$ cat config.mk
export PLATFORM = sky130hd
export DESIGN_NAME = csior_regs
export DESIGN_NICKNAME = d
export VERILOG_FILES = /design/src/common/csior_pkg.sv /design/src/verilog/csior_clk_decode.sv /design/src/verilog/csior_irq_req.sv /design/src/verilog/csior_regs.sv
export VERILOG_INCLUDE_DIRS = /design/src /design/src/common
export SDC_FILE = /design/constraint.sdc
export NUM_CORES = 1
export LEC_CHECK = 0
export BUFFER_PORTS_ARGS = -buffer_cell sky130_fd_sc_hd__buf_2
export CAP_MARGIN = 10
export CELL_PAD_IN_SITES_DETAIL_PLACEMENT = 1
export CELL_PAD_IN_SITES_GLOBAL_PLACEMENT = 1
export CORE_MARGIN = 2
export CORE_UTILIZATION = 37
export CTS_BUF_LIST = sky130_fd_sc_hd__clkbuf_8
export DETAILED_ROUTE_END_ITERATION = 7
export PLACE_DENSITY_LB_ADDON = 0.1
export SYNTH_ARGS = -nofsm -noshare
export SYNTH_HDL_FRONTEND = slang
export SYNTH_SLANG_ARGS = --single-unit
$ cat constraint.sdc
create_clock -name sys_clk_i -period 1.6 [get_ports sys_clk_i]
set_input_delay 0.32 -clock sys_clk_i [delete_from_list [all_inputs] [get_ports sys_clk_i]]
set_output_delay 0.32 -clock sys_clk_i [all_outputs]
set_load 0.02 [all_outputs]
$ cat src/common/csior_cfg.svh
// Constants of the core system IO register group: addresses, bit
// positions, reset values and clock selection codes.
// Assumes inclusion by bare name from the package and the design files.
`ifndef CSIOR_CFG_SVH
`define CSIOR_CFG_SVH

// Register addresses in the IO space
`define CSIOR_ADDR_FLAGS   6'h00
`define CSIOR_ADDR_STACK   6'h02
`define CSIOR_ADDR_CLKMODE 6'h03
`define CSIOR_ADDR_INTEN   6'h04
`define CSIOR_ADDR_INTREQ  6'h05

// Status flag bit positions and implemented bits
`define CSIOR_FLAG_OV      3
`define CSIOR_FLAG_HC      2
`define CSIOR_FLAG_C       1
`define CSIOR_FLAG_Z       0
`define CSIOR_FLAG_MASK    8'h0F

// Clock mode field positions
`define CSIOR_CM_SEL_HI    7
`define CSIOR_CM_SEL_LO    5
`define CSIOR_CM_HRC_EN    4
`define CSIOR_CM_TYPE      3
`define CSIOR_CM_LRC_EN    2
`define CSIOR_CM_WDT_EN    1
`define CSIOR_CM_RST_PIN   0

// Interrupt bits implemented (bit 5 reserved)
`define CSIOR_IRQ_MASK     8'hDF

// Reset values
`define CSIOR_FLAGS_RST    4'h0
`define CSIOR_STACK_RST    8'h00
`define CSIOR_CLKMODE_RST  8'hF6
`define CSIOR_INTEN_RST    8'h00
`define CSIOR_INTREQ_RST   8'h00
`define CSIOR_RDATA_RST    8'h00

// Divider codes as log2 of the division ratio
`define CSIOR_DIV1         3'h0
`define CSIOR_DIV2         3'h1
`define CSIOR_DIV4         3'h2
`define CSIOR_DIV8         3'h3
`define CSIOR_DIV16        3'h4
`define CSIOR_DIV32        3'h5
`define CSIOR_DIV64        3'h6

`endif

$ cat src/common/csior_pkg.sv
// Types shared by the core system IO register group.
// Assumes the constants header is on the include path.
`include "csior_cfg.svh"

package csior_pkg;

    // System clock source
    typedef enum logic [1:0]
    {
        CSIOR_SRC_HRC  = 2'b00,
        CSIOR_SRC_LRC  = 2'b01,
        CSIOR_SRC_EXT  = 2'b10,
        CSIOR_SRC_NONE = 2'b11
    } csior_src_e;

    // Decoded system clock choice
    typedef struct packed
    {
        logic       valid;
        csior_src_e src;
        logic [2:0] div_log2;
    } csior_clk_s;

    // IO access from the processor core
    typedef struct packed
    {
        logic       wr;
        logic       rd;
        logic [5:0] addr;
        logic [7:0] wdata;
    } csior_io_s;

    // Flag results from the arithmetic unit
    typedef struct packed
    {
        logic upd_ov;
        logic upd_hc;
        logic upd_c;
        logic upd_z;
        logic ov;
        logic hc;
        logic c;
        logic z;
    } csior_flag_upd_s;

    // Stack pointer change by call, return or push
    typedef struct packed
    {
        logic       valid;
        logic [7:0] value;
    } csior_sp_upd_s;

endpackage

$ cat src/verilog/csior_clk_decode.sv
// System clock selection decoder with registered result.
// Assumes the clock mode register value comes from the same clock domain.
`timescale 1ns/1ns
`default_nettype none
`include "csior_cfg.svh"

module csior_clk_decode
(
    // Clock and reset
    input  wire logic              sys_clk_i,
    input  wire logic              arst_n_i,
    // Clock mode register
    input  wire logic [7:0]        mode_i,
    // Decoded choice
    output var  csior_pkg::csior_clk_s clk_sel_o
);
    import csior_pkg::*;

    csior_clk_s next_sel;
    logic [2:0] sel;

    assign sel = mode_i[`CSIOR_CM_SEL_HI:`CSIOR_CM_SEL_LO];

    // Two code tables; the type bit picks one
    always_comb
    begin
        next_sel = '{1'b1, CSIOR_SRC_NONE, `CSIOR_DIV1};
        if (!mode_i[`CSIOR_CM_TYPE])
        begin
            unique case (sel)
                3'h0: next_sel = '{1'b1, CSIOR_SRC_HRC, `CSIOR_DIV4};
                3'h1: next_sel = '{1'b1, CSIOR_SRC_HRC, `CSIOR_DIV2};
                3'h2: next_sel = '{1'b0, CSIOR_SRC_NONE, `CSIOR_DIV1};
                3'h3: next_sel = '{1'b1, CSIOR_SRC_EXT, `CSIOR_DIV4};
                3'h4: next_sel = '{1'b1, CSIOR_SRC_EXT, `CSIOR_DIV2};
                3'h5: next_sel = '{1'b1, CSIOR_SRC_EXT, `CSIOR_DIV1};
                3'h6: next_sel = '{1'b1, CSIOR_SRC_LRC, `CSIOR_DIV4};
                3'h7: next_sel = '{1'b1, CSIOR_SRC_LRC, `CSIOR_DIV1};
            endcase
        end
        else
        begin
            unique case (sel)
                3'h0: next_sel = '{1'b1, CSIOR_SRC_HRC, `CSIOR_DIV16};
                3'h1: next_sel = '{1'b1, CSIOR_SRC_HRC, `CSIOR_DIV8};
                3'h2: next_sel = '{1'b1, CSIOR_SRC_LRC, `CSIOR_DIV16};
                3'h3: next_sel = '{1'b1, CSIOR_SRC_HRC, `CSIOR_DIV32};
                3'h4: next_sel = '{1'b1, CSIOR_SRC_HRC, `CSIOR_DIV64};
                3'h5: next_sel = '{1'b1, CSIOR_SRC_EXT, `CSIOR_DIV8};
                3'h6: next_sel = '{1'b0, CSIOR_SRC_NONE, `CSIOR_DIV1};
                3'h7: next_sel = '{1'b0, CSIOR_SRC_NONE, `CSIOR_DIV1};
            endcase
        end
    end

    // Reset value matches low RC undivided, the reset mode code
    always_ff @(posedge sys_clk_i or negedge arst_n_i)
    begin
        if (!arst_n_i)
            clk_sel_o <= '{1'b1, CSIOR_SRC_LRC, `CSIOR_DIV1};
        else
            clk_sel_o <= next_sel;
    end

endmodule

`default_nettype wire

$ cat src/verilog/csior_irq_req.sv
// Sticky interrupt request bits and the pending line.
// Assumes source events are one-cycle pulses on the same clock.
`timescale 1ns/1ns
`default_nettype none
`include "csior_cfg.svh"

module csior_irq_req
(
    // Clock and reset
    input  wire logic       sys_clk_i,
    input  wire logic       arst_n_i,
    // Events and software access
    input  wire logic [7:0] event_i,
    input  wire logic       wr_i,
    input  wire logic [7:0] wdata_i,
    input  wire logic [7:0] enable_i,
    // State
    output logic      [7:0] req_o,
    output logic            pending_o
);
    import csior_pkg::*;

    logic [7:0] next_req;

    // A set arriving with the clear still lands
    assign next_req = ((wr_i ? wdata_i : req_o) | event_i) & `CSIOR_IRQ_MASK;

    // Request register
    always_ff @(posedge sys_clk_i or negedge arst_n_i)
    begin
        if (!arst_n_i)
            req_o <= `CSIOR_INTREQ_RST;
        else
            req_o <= next_req;
    end

    // Pending follows the new request value to save a cycle
    always_ff @(posedge sys_clk_i or negedge arst_n_i)
    begin
        if (!arst_n_i)
            pending_o <= 1'b0;
        else
            pending_o <= |(next_req & enable_i);
    end

endmodule

`default_nettype wire

$ cat src/verilog/csior_regs.sv
// Core system IO register group: status flags, stack pointer, clock
// mode, interrupt enable and interrupt request.
// Assumes the processor core and all event sources share sys_clk_i.
//
// Function
// - Overflow flag bit 3 set on signed arithmetic overflow.
// - Half-carry bit 2 on low nibble carry or borrow into it.
// - Carry bit 1 on add carry, subtract borrow, or carry shift.
// - Zero bit 0 follows whether a result was zero.
// - Four flags reset to 0, readable, writable; bits 7..4 unused.
// - Stack pointer reads current value; a write replaces it.
// - Type 0 clock select codes; field resets to 111.
// - Type 1 clock select codes; 11x reserved.
// - Mode bit 3 picks the type table; resets to 0.
// - Mode bit 4 enables the high RC oscillator; resets to 1.
// - Mode bit 2 enables low RC; clearing it also stops the watchdog.
// - Mode bit 1 enables the watchdog; resets to 1.
// - Mode bit 0 picks port pin or external reset pin; resets to 0.
// - One enable per source, bit 5 reserved, all reset to 0.
// - Request bits set by hardware events, cleared by software.
`timescale 1ns/1ns
`default_nettype none
`include "csior_cfg.svh"

module csior_regs
(
    // Clock and reset
    input  wire logic                       sys_clk_i,
    input  wire logic                       arst_n_i,
    // IO access from the core
    input  wire csior_pkg::csior_io_s       io_req_i,
    output logic [7:0]                      io_rdata_o,
    // Arithmetic flag results
    input  wire csior_pkg::csior_flag_upd_s alu_upd_i,
    // Stack pointer change by the core
    input  wire csior_pkg::csior_sp_upd_s   sp_upd_i,
    // Interrupt source events
    input  wire logic [7:0]                 irq_event_i,
    // Flags and stack pointer
    output logic [3:0]                      flags_o,
    output logic [7:0]                      sp_o,
    // Clock control
    output csior_pkg::csior_clk_s           clk_sel_o,
    output logic                            high_rc_en_o,
    output logic                            low_rc_en_o,
    output logic                            wdt_en_o,
    output logic                            reset_pin_en_o,
    // Interrupt state
    output logic [7:0]                      irq_enable_o,
    output logic [7:0]                      irq_request_o,
    output logic                            irq_pending_o
);
    import csior_pkg::*;

    //--------------------------------------------------------------
    // Address decode
    //--------------------------------------------------------------

    // Shared by read and write paths
    function automatic logic hit(input logic [5:0] a, input logic [5:0] r);
        hit = (a == r);
    endfunction

    logic       wr_flags;
    logic       wr_stack;
    logic       wr_mode;
    logic       wr_inten;
    logic       wr_intreq;
    logic [7:0] clk_mode;
    logic [7:0] next_rdata;
    logic [7:0] irq_req;
    logic [3:0] next_flags;

    assign wr_flags  = io_req_i.wr && hit(io_req_i.addr, `CSIOR_ADDR_FLAGS);
    assign wr_stack  = io_req_i.wr && hit(io_req_i.addr, `CSIOR_ADDR_STACK);
    assign wr_mode   = io_req_i.wr && hit(io_req_i.addr, `CSIOR_ADDR_CLKMODE);
    assign wr_inten  = io_req_i.wr && hit(io_req_i.addr, `CSIOR_ADDR_INTEN);
    assign wr_intreq = io_req_i.wr && hit(io_req_i.addr, `CSIOR_ADDR_INTREQ);

    //--------------------------------------------------------------
    // Status flags
    //--------------------------------------------------------------

    // The arithmetic result of the same cycle wins over a software write,
    // so an instruction that writes the register and sets flags is exact
    always_comb
    begin
        next_flags = wr_flags ? io_req_i.wdata[3:0] : flags_o;
        if (alu_upd_i.upd_ov)
            next_flags[`CSIOR_FLAG_OV] = alu_upd_i.ov;
        if (alu_upd_i.upd_hc)
            next_flags[`CSIOR_FLAG_HC] = alu_upd_i.hc;
        if (alu_upd_i.upd_c)
            next_flags[`CSIOR_FLAG_C] = alu_upd_i.c;
        if (alu_upd_i.upd_z)
            next_flags[`CSIOR_FLAG_Z] = alu_upd_i.z;
    end

    // Flag register
    always_ff @(posedge sys_clk_i or negedge arst_n_i)
    begin
        if (!arst_n_i)
            flags_o <= `CSIOR_FLAGS_RST;
        else
            flags_o <= next_flags;
    end

    //--------------------------------------------------------------
    // Stack pointer
    //--------------------------------------------------------------

    // A call or return in the same cycle overrides the software write
    always_ff @(posedge sys_clk_i or negedge arst_n_i)
    begin
        if (!arst_n_i)
            sp_o <= `CSIOR_STACK_RST;
        else if (sp_upd_i.valid)
            sp_o <= sp_upd_i.value;
        else if (wr_stack)
            sp_o <= io_req_i.wdata;
    end

    //--------------------------------------------------------------
    // Clock mode
    //--------------------------------------------------------------

    // All eight bits are implemented; reserved select codes are stored
    // but flagged as invalid by the decoder
    always_ff @(posedge sys_clk_i or negedge arst_n_i)
    begin
        if (!arst_n_i)
            clk_mode <= `CSIOR_CLKMODE_RST;
        else if (wr_mode)
            clk_mode <= io_req_i.wdata;
    end

    // Oscillator and pin controls follow the mode register one cycle on,
    // which keeps every output on its own flop
    always_ff @(posedge sys_clk_i or negedge arst_n_i)
    begin
        if (!arst_n_i)
        begin
            high_rc_en_o   <= 1'b1;
            low_rc_en_o    <= 1'b1;
            wdt_en_o       <= 1'b1;
            reset_pin_en_o <= 1'b0;
        end
        else
        begin
            high_rc_en_o   <= clk_mode[`CSIOR_CM_HRC_EN];
            low_rc_en_o    <= clk_mode[`CSIOR_CM_LRC_EN];
            wdt_en_o       <= clk_mode[`CSIOR_CM_WDT_EN]
                              && clk_mode[`CSIOR_CM_LRC_EN];
            reset_pin_en_o <= clk_mode[`CSIOR_CM_RST_PIN];
        end
    end

    // Source and divider decode
    csior_clk_decode u_clk_decode
    (
        .sys_clk_i (sys_clk_i),
        .arst_n_i  (arst_n_i),
        .mode_i    (clk_mode),
        .clk_sel_o (clk_sel_o)
    );

    //--------------------------------------------------------------
    // Interrupts
    //--------------------------------------------------------------

    // Enable register; reserved bit never stores
    always_ff @(posedge sys_clk_i or negedge arst_n_i)
    begin
        if (!arst_n_i)
            irq_enable_o <= `CSIOR_INTEN_RST;
        else if (wr_inten)
            irq_enable_o <= io_req_i.wdata & `CSIOR_IRQ_MASK;
    end

    // Sticky request bits and pending line
    csior_irq_req u_irq_req
    (
        .sys_clk_i (sys_clk_i),
        .arst_n_i  (arst_n_i),
        .event_i   (irq_event_i),
        .wr_i      (wr_intreq),
        .wdata_i   (io_req_i.wdata),
        .enable_i  (irq_enable_o),
        .req_o     (irq_req),
        .pending_o (irq_pending_o)
    );

    // Request copy for the core's interrupt logic
    always_ff @(posedge sys_clk_i or negedge arst_n_i)
    begin
        if (!arst_n_i)
            irq_request_o <= `CSIOR_INTREQ_RST;
        else
            irq_request_o <= irq_req;
    end

    //--------------------------------------------------------------
    // Read path
    //--------------------------------------------------------------

    // Unmapped addresses read as zero; reserved bits come back zero
    always_comb
    begin
        next_rdata = 8'h00;
        unique case (1'b1)
            hit(io_req_i.addr, `CSIOR_ADDR_FLAGS):
                next_rdata = {4'h0, flags_o};
            hit(io_req_i.addr, `CSIOR_ADDR_STACK):
                next_rdata = sp_o;
            hit(io_req_i.addr, `CSIOR_ADDR_CLKMODE):
                next_rdata = clk_mode;
            hit(io_req_i.addr, `CSIOR_ADDR_INTEN):
                next_rdata = irq_enable_o;
            hit(io_req_i.addr, `CSIOR_ADDR_INTREQ):
                next_rdata = irq_req;
            default:
                next_rdata = 8'h00;
        endcase
    end

    // Read data holds until the next read strobe
    always_ff @(posedge sys_clk_i or negedge arst_n_i)
    begin
        if (!arst_n_i)
            io_rdata_o <= `CSIOR_RDATA_RST;
        else if (io_req_i.rd)
            io_rdata_o <= next_rdata;
    end
endmodule

`default_nettype wire

; ---- Yosys cells after proc, flatten, opt, wreduce, memory -nomap -nowiden
; Memory sizes are Yosys's and may differ from the RTL's.
; Cells that the tools add are included.
[op_classes]
shift = 0
multipliers = 0
n_eq_ne = 4
n_lt_le_gt_ge = 0
mux = 10
n_addsub = 0
n_reduce_logical = 13
div_mod_pow = 0
bitwise = 2
[op_table]
columns = op, count
row1 = $pmux 8 s5, 1
row2 = $mux 8, 3
row3 = $eq 6x2->1 const B, 2
row4 = $eq 6x3->1 const B, 2
row5 = $reduce_bool 2->1, 5
row6 = $and 8x8->8, 1
row7 = $or 8x8->8, 1
row8 = $reduce_or 8->1, 1
row9 = $logic_and 1x1->1, 6
row10 = $logic_not 6->1, 1
row11 = $mux 6, 1
row12 = $mux 1, 4
row13 = $mux 4, 1
[word_totals]
memories = 2
inputBits = 43
register_bits = 60
mem_bits_rw = 0
latch_bits = 0
mem_bits_ro = 88
[mem_list]
columns = memory, words, width, rd, rd_ports_with_merged_regs, wr, line
row1 = (name not given), 8, 6, 1, 0, 0, csior_clk_decode.sv:43  ; unique case (sel)
row2 = (name not given), 8, 5, 1, 0, 0, csior_clk_decode.sv:30  ; unique case (sel)

; ---- Longest topological paths before layout
; Gate-level depths: netlist of run 1.
[depth]
word_depth = 6
ltp_mapped = 6
ltp_nobuf = 6

; ---- By module
; From an unflattened synthesis of run 1, not the netlist that was laid out.
[unflattened]
hier_cells = 237
hier_area_um2 = 2905.3
[by_module_without_submodules]
columns = module, n_inst, seq_area_each_um2, area_per_inst_um2, cells_each
row1 = csior_regs, 1, 1187.4, 2193.4, 179
row2 = csior_irq_req, 1, 200.2, 365.4, 29
row3 = csior_clk_decode, 1, 152.6, 346.6, 29

; ---- Worst setup path after synthesis of run 1
; OpenSTA, ideal clock, no wires.
[synth_path]
kind = input -> register
start = input port io_req_i[11] (netlist name)
end = register u_irq_req.pending_o
slack_ps = -302
cell_stages = 6
arrival_time_ps = 1768
n_path_buf = 1
t_required_ps = 1466
path_cell_list = or4b_1 > buf_2 > nor3_4 > o221ai_1 > a22oi_1 > nand4_1
[synth_between]
elab_chain_len = 6
[synth_rtl]
columns = item, line
row1 = start: declaration, csior_regs.sv:31  ; input wire csior_pkg::csior_io_s io_req_i,
row2 = $eq 6x3->1, csior_regs.sv:61  ; hit = (a == r);
row3 = $logic_and 1x1->1, csior_regs.sv:78  ; assign wr_intreq = io_req_i.wr && hit(io_req_i.addr, `CSIOR_ADDR_INTREQ);
row4 = $mux 8, csior_irq_req.sv:26  ; assign next_req = ((wr_i ? wdata_i : req_o) | event_i) & `CSIOR_IRQ_MASK;
row5 = $or 8x8->8, csior_irq_req.sv:26
row6 = via u_irq_req.next_req[4], csior_irq_req.sv:23  ; logic [7:0] next_req;
row7 = $and 8x8->8, csior_irq_req.sv:43  ; pending_o <= |(next_req & enable_i);
row8 = $reduce_or 8->1, csior_irq_req.sv:43
row9 = end signal: assignment, csior_irq_req.sv:43
row10 = end: declaration, csior_irq_req.sv:19  ; output logic pending_o
; The timed path passes the listed nets, and every way through them passes these cells.
; A chain may end at the register's enable or synchronous reset.

; ---- Final worst setup path of run 1
; Ends and elaborated chain as after synthesis.

==> run_results.csv, run 1 <==
group,metric,value,unit
grt,grt_use_total,20.45,%
power_and_ir_drop,p_comb_share,18.1,%
die,rows,31,
worst_setup_path,cp_max_fo,5,
worst_setup_path,crit_buf_inv,2,
layout,antennaDiodeCount,0,
timing,fin_crit,1.609,ns
timing,layout_setup_ws,-0.009168,ns
worst_setup_path,crit_chain,"buf_6 -> or4b_4 -> nor3_4 -> buf_6 -> mux2i_4 -> a22oi_2 -> nand4_1",
drt,wl_per_cell,16.94,um
layout,layout-drive-gt1-share,53.94,%
placement,gp_congestion,0.7359,
drt,drc,0,
logic_synthesis,synth_area,0.002701,mm2
logic_synthesis,yosysTopAreaCellShare,45.39,%
drt,vias_per_cell,4.959,
power_and_ir_drop,power_density,1062,mW/mm2
power_and_ir_drop,p_int,2888,uW
power_and_ir_drop,p_sw,1119,uW
drt,antenna_left,0,
grt,overflow,0,
layout,layout_commonest_cell,"buf_2",
power_and_ir_drop,seq_power_share,44.8,%
logic_synthesis,synth-async-reset-ratio,100.0,%
timing,min_period_over_period,100.6,%
placement,place_hpwl,5.625,mm
power_and_ir_drop,p_clk_share,37.1,%
grt,grt_pass1_wl,11.94,mm
die,start_util,37.65,%
status,violations,"setup timing",
run,drv_cap,0,
timing,rsz0062_at_grt,"yes",
logic_synthesis,yosysTopAreaCell,"dfrtp_1",
cts,clockBufferDepth,2,
power_and_ir_drop,leakage,0.001741,uW
placement,place_ws,-0.4435,ns
layout,synthToLayoutAreaGrowth,39.65,%
worst_setup_path,critical-path-top-delay-family,"simple AND/OR/NAND/NOR gates",
worst_setup_path,cp_slowest_cell,"or4b_4",
worst_setup_path,cp.arrival,1.88,ns
die,core-area,0.007176,mm2
cts,cts.clk_slew.worst_paths,0.07,ns
logic_synthesis,synth_seq_cells,60,
logic_synthesis,synth_area_leaders,"dfrtp_1 45%, mux2_2 13%, dfstp_2 11%",
worst_setup_path,crit_type,"in2reg",
drt,drtPass1Iterations,5,
timing,holdWs,0.1710,ns
timing,fin_skew,0.007893,ns
power_and_ir_drop,ir_drop,0.4040,mV
cts,cts_tree,"done",
power_and_ir_drop,switching_share,27.92,%
timing,drv_slew,0,
hold_path,min_path_type,"in2reg",
die,dieArea,0.008000,mm2
die,chipWidth,89.45,um
worst_setup_path,cpMostUsedCell,"buf_6",
timing,final-hold-violation-count,0,
worst_setup_path,ff2ff_setup_slack,0.07,ns
timing,setup_viol,1,
cts,cts_buffers,9,
logic_synthesis,syn-instance-count,227,
logic_synthesis,yosysUniqueCellTypes,37,
grt,antenna_found_initial,0,
logic_synthesis,avgSynthCellArea,11.90,um2
logic_synthesis,synth_edf_count,0,
cts,htreeDepth,3,
cts,root_buffer,"clkbuf_8",
cts,insertion_delay,0.34,ns
power_and_ir_drop,power,4006,uW
grt,grt_max_degree,61,
die,die_h,89.45,um
die,ios,90,
worst_setup_path,cpPeakStageDelay,0.56,ns
logic_synthesis,ys.flop_type,"dfrtp_1",
drt,vias,2192,
logic_synthesis,yosysWarnings,0,
grt,grt_pass1_vias,2342,
cts,cts.sinks,60,
status,status,"complete, but fails checks",
timing,max_freq,621.4,MHz
placement,port_buffers,86,
placement,place_area,0.003413,mm2
logic_synthesis,ys_seq_area_share,56.09,%
drt,drt_iter0_drc,84,
layout,final_cells,442,
placement,dpl.cell_count,422,
drt,routed_wirelength,7.486,mm
worst_setup_path,endpoint_kind,"flop",
layout,fin_area,0.003772,mm2
layout,most-common-layout-cells,"84 x buf_2, 49 x dfrtp_1, 32 x mux2_2, 20 x nor2_1, 20 x buf_4",
layout,finalNetCount,386,
worst_setup_path,crit_required,1.87,ns
worst_setup_path,cp-start-kind,"primary input",
==> layout make-up <==
cell class / count / area (um2)
fill: 809 / 3403
sequential: 60 / 1515
multi-input combinational: 147 / 1220
timing repair buffer: 110 / 654.4
clock buffer: 13 / 178.9
tap: 99 / 123.9
clock inverter: 3 / 42.54
inverter: 10 / 37.54
==> state kept, by name, indices dropped and copies added (netlist names) <==
signal / count
clk_mode: 8
io_rdata_o: 8
sp_o: 8
irq_enable_o: 7
irq_request_o: 7
u_irq_req.req_o: 7
u_clk_decode.clk_sel_o: 6
flags_o: 4
high_rc_en_o: 1
low_rc_en_o: 1
reset_pin_en_o: 1
u_irq_req.pending_o: 1
wdt_en_o: 1
==> power by group through the flow <==
stage                     logic (uW)  clock network (uW)  registers [uW]
after floorplan                  267                   0            1930
after global placement           704                   0            1810
after detailed placement         718                   0            1820
after CTS                        729                1520            1790
after global routing             805                1580            1820
final                            727                1490            1790
==> cells by family after synthesis <==
family	synth area share, %
AOI/OAI and AO/OA	9.217
adders and majority gates	2.316
buffers and inverters	3.288
DFF	56.09
muxes	18.25
other	0.1388
and+or+nand+nor	10.70
==> final timing paths <==
check	start	endpoint	depth (start not counted)
worst min register to register	clk_mode[2]$_DFFE_PN1P_	low_rc_en_o$_DFF_PN1_	0
worst max-delay path	io_req_i[11]	u_irq_req.pending_o$_DFF_PN0_	7
max in group asynchronous	arst_n_i	low_rc_en_o$_DFF_PN1_	3
min in group asynchronous	arst_n_i	u_clk_decode.clk_sel_o[4]$_DFF_PN0_	3
worst max register to register	clk_mode[5]$_DFFE_PN1P_	u_clk_decode.clk_sel_o[1]$_DFF_PN0_	4
worst min-delay path	alu_upd_i[6]	flags_o[2]$_DFFE_PN0P_	2
==> routing by layer <==
| metal | up-vias | track usage [%] | share of wire, % |
|---|---|---|---|
| li1 | 1033 | - | - |
| met1 | 1085 | 26.08 | 43 |
| met2 | 62 | 34.01 | 52 |
| met3 | 12 | 4.709 | 4.2 |
| met4 | 0 | 7.463 | 1.6 |
| met5 | - | 0 | 0 |
==> stage by stage <==
| step | util (%) | setup TNS (ns) |
|---|---|---|
| after floorplan | - | -3.826 |
| after global placement | 47.57 | -5.198 |
| after detailed placement | 47.57 | -6.114 |
| after CTS | 51.42 | 0 |
| after global routing | 52.57 | -0.1285 |
| final | 52.57 | -0.009168 |
==> Yosys cell counts, drive strengths merged (4+ instances only) <==
| cell | n |
|---|---|
| nand2 | 19 |
| mux2i | 11 |
| ha | 5 |
| a222oi | 7 |
| a31oi | 4 |
| o21ai | 7 |
| dfrtp | 49 |
| inv | 10 |
| nor2b | 5 |
| clkbuf | 8 |
| a21oi | 9 |
| a22oi | 4 |
| dfstp | 11 |
| mux2 | 32 |
| nor2 | 21 |
==> repair_timing <==
item,in CTS,in global routing
setup endpoints to repair,1,12
hold endpoints to repair,49,0
resized for setup,7,12
hold buffers,1,0
buffers inserted,2,1
pin swaps,4,10
gates cloned,0,0
No activity file was read; power rests on OpenSTA's default activity.
==> inputs of run 2 (changes only) <==
- ABC_AREA: unset -> 1
- BUFFER_PORTS_ARGS: -buffer_cell sky130_fd_sc_hd__buf_2 -> unset
- CTS_CLUSTER_DIAMETER: unset -> 50
- DONT_BUFFER_PORTS: unset -> 1
==> run 2 against run 1 <==
Net effect: the run ends with hold timing left; critical path type is now reg2reg; final area is 16% lower; power fell by 14%; combinational power decreased by 53%; clock power shrank 24%; via count fell by 0.14%; utilization shrank 9.6 points; worst setup slack improved by 0.17 ns; register-to-register slack better by 0.09 ns.
==> run_results.csv, run 2 <==
group,metric,value,unit
timing,final-hold-violation-count,60,
layout,most-common-layout-cells,"61 x nand2_1, 49 x dfrtp_1, 48 x inv_1, 32 x nor2_1, 16 x nand3_1",
cts,insertion_delay,0.34,ns
placement,gp_congestion,0.7795,
layout,layout_commonest_cell,"nand2_1",
worst_setup_path,crit_required,1.81,ns
timing,drv_slew,0,
die,dieArea,0.008403,mm2
die,start_util,38.80,%
cts,cts.clk_slew.worst_paths,0.07,ns
hold_path,min_path_type,"in2async",
cts,htreeDepth,3,
layout,layout-drive-gt1-share,18.13,%
cts,cts_buffers,9,
logic_synthesis,ys_seq_area_share,53.28,%
die,ios,90,
grt,grt_pass1_vias,2283,
timing,tns,0,ns
power_and_ir_drop,leakage,0.001504,uW
cts,cts_setup_buffers,0,
die,core-area,0.007331,mm2
layout,final_cells,430,
logic_synthesis,synth_area,0.002844,mm2
power_and_ir_drop,ir_drop,0.3419,mV
cts,cts_tree,"done",
logic_synthesis,synth_area_leaders,"dfrtp_1 43%, dfstp_2 10%, nand2_1 8.1%",
layout,fillers,862,
timing,fin_skew,0.006520,ns
timing,max_freq,696.5,MHz
timing,min_period_over_period,89.74,%
layout,reg_top3,"clk_mode (8), io_rdata_o (8), sp_o (8)",
drt,drc,0,
status,violations,"hold timing",
drt,drtPass1Iterations,4,
logic_synthesis,synth_edf_count,0,
logic_synthesis,yosysUniqueCellTypes,37,
placement,dpl.cell_count,414,
cts,clockBufferDepth,2,
drt,antenna_left,0,
timing,fin_crit,1.436,ns
status,status,"complete, but fails checks",
cts,cts-resized-gates,0,
worst_setup_path,crit_type,"reg2reg",
worst_setup_path,rr_endpoint,"u_clk_decode.clk_sel_o[0]$_DFF_PN0_",
cts,cts.sinks,60,
logic_synthesis,syn-instance-count,312,
worst_setup_path,cp.arrival,1.64,ns
layout,synthToLayoutAreaGrowth,10.87,%
logic_synthesis,yosysTopAreaCellShare,43.11,%
power_and_ir_drop,power_density,1088,mW/mm2
worst_setup_path,cp-start-kind,"flop",
placement,place_hpwl,5.789,mm
grt,grt_max_degree,61,
grt,overflow,0,
cts,root_buffer,"clkbuf_8",
logic_synthesis,synth-async-reset-ratio,100.0,%
logic_synthesis,yosysTopAreaCell,"dfrtp_1",
run,drv_cap,0,
drt,routed_wirelength,7.613,mm
worst_setup_path,endpoint_kind,"flop",
grt,grt_use_total,19.50,%
die,die_h,91.67,um
logic_synthesis,ys_top_cells_by_count,"61 x nand2_1, 49 x dfrtp_1, 42 x inv_1",
worst_setup_path,ff2ff_setup_slack,0.16,ns
drt,wl_per_cell,17.70,um
logic_synthesis,ys.flop_type,"dfrtp_1",
logic_synthesis,avgSynthCellArea,9.115,um2
logic_synthesis,synth_seq_cells,60,
layout,finalNetCount,374,
grt,antenna_found_initial,0,
die,rows,31,
layout,antennaDiodeCount,0,
logic_synthesis,synth_most_common_cell,"nand2_1",
timing,rsz0062_at_grt,"no",
logic_synthesis,yosysWarnings,0,
timing,setup_viol,0,
grt,grt_pass1_wl,12.39,mm
timing,holdWs,-0.3241,ns
drt,vias_per_cell,5.091,
worst_setup_path,ff2ff_path_depth,5,
worst_setup_path,cp_max_fo,6,
worst_setup_path,rr_startpoint,"clk_mode[6]$_DFFE_PN1P_",
drt,drt_iter0_drc,100,
drt,vias,2189,
die,chipWidth,91.67,um
placement,port_buffers,0,
==> run 2: cell types whose count changed after synthesis, sizes merged, moves of 15 or more <==
| cell | change |
|---|---|
| inv | +35 |
| mux2 | -29 |
| nand2 | +42 |
| nand3 | +15 |
| nor2 | +18 |
| o21ai | +17 |
==> run 2: worst max-delay path by stage <==
stage	slack [ns]	start	cells past startpoint	endpoint
after floorplan	0.10	io_req_i[11]	7	irq_enable_o[2]$_DFFE_PN0P_
after global placement	0.16	io_req_i[13]	9	u_irq_req.pending_o$_DFF_PN0_
after detailed placement	0.08	io_req_i[11]	6	flags_o[3]$_DFFE_PN0P_
after CTS	0.15	clk_mode[6]$_DFFE_PN1P_	5	u_clk_decode.clk_sel_o[0]$_DFF_PN0_
after global routing	0.05	clk_mode[6]$_DFFE_PN1P_	5	u_clk_decode.clk_sel_o[0]$_DFF_PN0_
final	0.16	clk_mode[6]$_DFFE_PN1P_	5	u_clk_decode.clk_sel_o[0]$_DFF_PN0_
==> run 2: cells by family after synthesis <==
logic type / synth area share (%)
and+or+nand+nor: 20.81
DFF: 53.28
other: 0.1319
buffers and inverters: 8.095
adders and majority gates: 2.200
AOI/OAI and AO/OA: 14.30
muxes: 1.188
==> run 2: layout make-up <==
cell class / instances / area (um2) / area share [%]
repair buffers: 11 / 82.58 / 2.619
inverters: 45 / 168.9 / 5.357
well taps: 99 / 123.9 / 3.929
clock inverters: 6 / 22.52 / 0.7143
clock buffers: 10 / 137.6 / 4.365
multi-input cells: 199 / 1102 / 34.96
flip-flops and latches: 60 / 1515 / 48.06
==> run 2: stage by stage <==
| step | utilization, % | setup slack (ns) | cell area (um2) | total power [uW] | hold WS (ns) |
|---|---|---|---|---|---|
| 4_1_cts | 43.01 | 0.1505 | 3153 | 3487 | -0.3383 |
| 5_1_grt | 43.01 | 0.05126 | 3153 | 3627 | -0.3511 |
| 3_3_place_gp | 40.83 | 0.1565 | 2993 | 2318 | 0.02613 |
| 6_report | 43.01 | 0.1642 | 3153 | 3432 | -0.3241 |
| 3_5_place_dp | 40.83 | 0.07799 | 2993 | 2336 | 0.02605 |
| 2_1_floorplan | - | 0.1021 | 2848 | 2221 | 0.02441 |
==> run 2: where the power goes <==
group | switching (uW) | leakage, uW | internal [uW]
Sequential | 269 | 0.000672 | 1690
Combinational | 206 | 0.000728 | 133
Clock | 563 | 0.000104 | 571
==> run 2: routing by layer <==
layer | GRT usage, % | share of wire [%]
met2 | 30.39 | 48
met4 | 5.303 | 0.71
met3 | 8.792 | 8.3
met5 | 0 | 0
met1 | 24.54 | 43
==> run 2: worst max-delay path, cell delays in order, from the launching register on <==
cell     delay [ns]
dfstp_2        0.59
inv_1          0.11
ha_1           0.18
or2_2          0.29
nand2_1        0.06
o21ai_0        0.07
==> inputs of run 3 (changes only) <==
- ABC_AREA: 1 -> unset
- CORE_UTILIZATION: 37 -> 50
- PLACE_DENSITY: unset -> 0.85
- PLACE_DENSITY_LB_ADDON: 0.1 -> unset
==> run 3 against run 2 <==
Net effect: the run still ends with hold timing left; global-route usage increased by 7.0 points; sequential share of layout area decreased by 0.19 points; utilization increased by 18 points; combinational power increased by 19%; flip-flop and latch count unchanged; cell count decreased by 25%; power increased by 12%; largest power group unchanged; highest routed layer unchanged.
==> run_results.csv, run 3 (synthesis gave the netlist of run 1 again) <==
group,metric,value,unit
placement,place_hpwl,4.987,mm
cts,cts.sinks,60,
worst_setup_path,ff2ff_setup_slack,0.03,ns
worst_setup_path,crit_type,"reg2reg",
cts,root_buffer,"clkbuf_8",
run,drv_cap,0,
drt,antenna_left,0,
worst_setup_path,crit_buf_inv,2,
placement,port_buffers,0,
worst_setup_path,worst-path-stages,4,
worst_setup_path,rr_startpoint,"clk_mode[5]$_DFFE_PN1P_",
worst_setup_path,crit_required,1.80,ns
power_and_ir_drop,p_int,2804,uW
grt,overflow,0,
cts,cts_buffers,9,
die,die_h,77.50,um
timing,tns,0,ns
cts,clockBufferDepth,2,
timing,final-hold-violation-count,60,
layout,reg_top3,"clk_mode (8), io_rdata_o (8), sp_o (8)",
drt,drt_iter0_drc,124,
layout,most-common-layout-cells,"49 x dfrtp_1, 32 x mux2_2, 20 x nor2_1, 19 x buf_4, 18 x nand2_1",
timing,setup_viol,0,
timing,min_period_over_period,97.86,%
layout,antennaDiodeCount,0,
placement,gp_congestion,0.8388,
worst_setup_path,rr_endpoint,"u_clk_decode.clk_sel_o[1]$_DFF_PN0_",
layout,fillers,520,
worst_setup_path,cpPeakStageDelay,0.58,ns
layout,fin_area,0.003166,mm2
timing,drv_slew,0,
layout,synthToLayoutAreaGrowth,17.18,%
worst_setup_path,cp.arrival,1.77,ns
die,start_util,52.23,%
worst_setup_path,cp-start-kind,"flop",
die,dieArea,0.006006,mm2
drt,drtPass1Iterations,5,
drt,vias,1951,
die,ios,90,
drt,drc,0,
placement,place_area,0.002912,mm2
timing,fin_crit,1.566,ns
die,chipWidth,77.50,um
power_and_ir_drop,switching_share,27.31,%
worst_setup_path,critical-path-top-delay-family,"flip-flops",
grt,antenna_found_initial,0,
power_and_ir_drop,p_clk_share,39.2,%
placement,place_ws,-0.3306,ns
layout,layout_commonest_cell,"dfrtp_1",
die,rows,26,
worst_setup_path,endpoint,"u_clk_decode.clk_sel_o[1]$_DFF_PN0_",
layout,layout-drive-gt1-share,35.57,%
grt,grt_pass1_vias,2176,
grt,grt_pass1_wl,11.69,mm
timing,fin_skew,0.007771,ns
power_and_ir_drop,p_comb_share,10.5,%
worst_setup_path,ff2ff_path_depth,4,
grt,grt_max_degree,61,
worst_setup_path,cp_max_fo,4,
power_and_ir_drop,ir_drop,0.6726,mV
layout,finalNetCount,296,
drt,wl_per_cell,23.07,um
cts,cts.clk_slew.worst_paths,0.07,ns
worst_setup_path,endpoint_kind,"flop",
power_and_ir_drop,power_density,1219,mW/mm2
timing,max_freq,638.6,MHz
die,core-area,0.005172,mm2
drt,routed_wirelength,7.452,mm
status,violations,"hold timing",
drt,vias_per_cell,6.040,
cts,cts_tree,"done",
worst_setup_path,crit_chain,"inv_4 -> ha_4 -> inv_1 -> mux4_2",
worst_setup_path,cp-startpoint,"clk_mode[5]$_DFFE_PN1P_",
layout,final_util,61.20,%
timing,layout_setup_ws,0.03419,ns
status,status,"complete, but fails checks",
cts,htreeDepth,3,
cts,insertion_delay,0.35,ns
power_and_ir_drop,seq_power_share,50.3,%
worst_setup_path,cp_slowest_cell,"dfstp_2",
power_and_ir_drop,leakage,0.001344,uW
timing,holdWs,-0.3390,ns
grt,grt_use_total,26.51,%
hold_path,min_path_type,"in2async",
timing,rsz0062_at_grt,"no",
power_and_ir_drop,p_sw,1053,uW
run 3: cell count changes in the layout (fill, tap and decap cells not counted), moves of 11 or more:
cell / delta
inv_1: -39
mux2_2: +31
mux2i_1: +11
nand2_1: -43
nand3_1: -14
nor2_1: -12
run 3: how the worst min path moves through the flow:
stage	from	endpoint	slack [ns]
after CTS	arst_n_i	sp_o[7]$_DFFE_PN0P_	-0.35
final	arst_n_i	u_clk_decode.clk_sel_o[4]$_DFF_PN0_	-0.34
after floorplan	arst_n_i	clk_mode[0]$_DFFE_PN0P_	0.02
after global placement	arst_n_i	u_clk_decode.clk_sel_o[0]$_DFF_PN0_	0.03
after detailed placement	arst_n_i	u_clk_decode.clk_sel_o[1]$_DFF_PN0_	0.03
after global routing	arst_n_i	io_rdata_o[4]$_DFFE_PN0P_	-0.36
run 3: per-layer routing:
| layer | vias up | global-route usage [%] | wire, um |
|---|---|---|---|
| li1 | 849 | - | - |
| met1 | 987 | 29.71 | 2756 |
| met2 | 97 | 44.70 | 3926 |
| met3 | 18 | 10.81 | 560 |
| met4 | 0 | 11.07 | 209 |
| met5 | - | 0 | 0 |
run 3: repair_timing:
item	CTS	global route
endpoints found under the hold margin	60	60
resized for setup	1	3
buffers inserted	1	2
setup endpoints to repair	1	1
run 3: per-stage QoR:
step,instances,power (uW)
CTS,321,3864
detailed placement,304,2320
global placement,304,2284
global route,323,4005
finish,323,3858
floorplan,228,2202
run 3: final cells by class:
class	instances	area, um2	share of cell area, %
clock buffer	10	137.6	4.348
clock inverter	6	78.83	2.490
inverter	10	40.04	1.265
multi-input combinational	147	1144	36.13
sequential	60	1515	47.87
tap	70	87.58	2.767
timing repair buffer	20	162.7	5.138
run 3: worst register-to-register path, stage by stage, from the launching register on:
cell and delay (ns):
dfstp_2 0.58, inv_4 0.06, ha_4 0.25, inv_1 0.04
mux4_2 0.49
run 3: power by group through the flow:
stage / sequential, uW / combinational, uW / clock (uW)
floorplan: 1930 / 267 / 0
global route: 1960 / 439 / 1600
detailed placement: 1960 / 356 / 0
global placement: 1950 / 331 / 0
CTS: 1940 / 388 / 1540
finish: 1940 / 405 / 1510
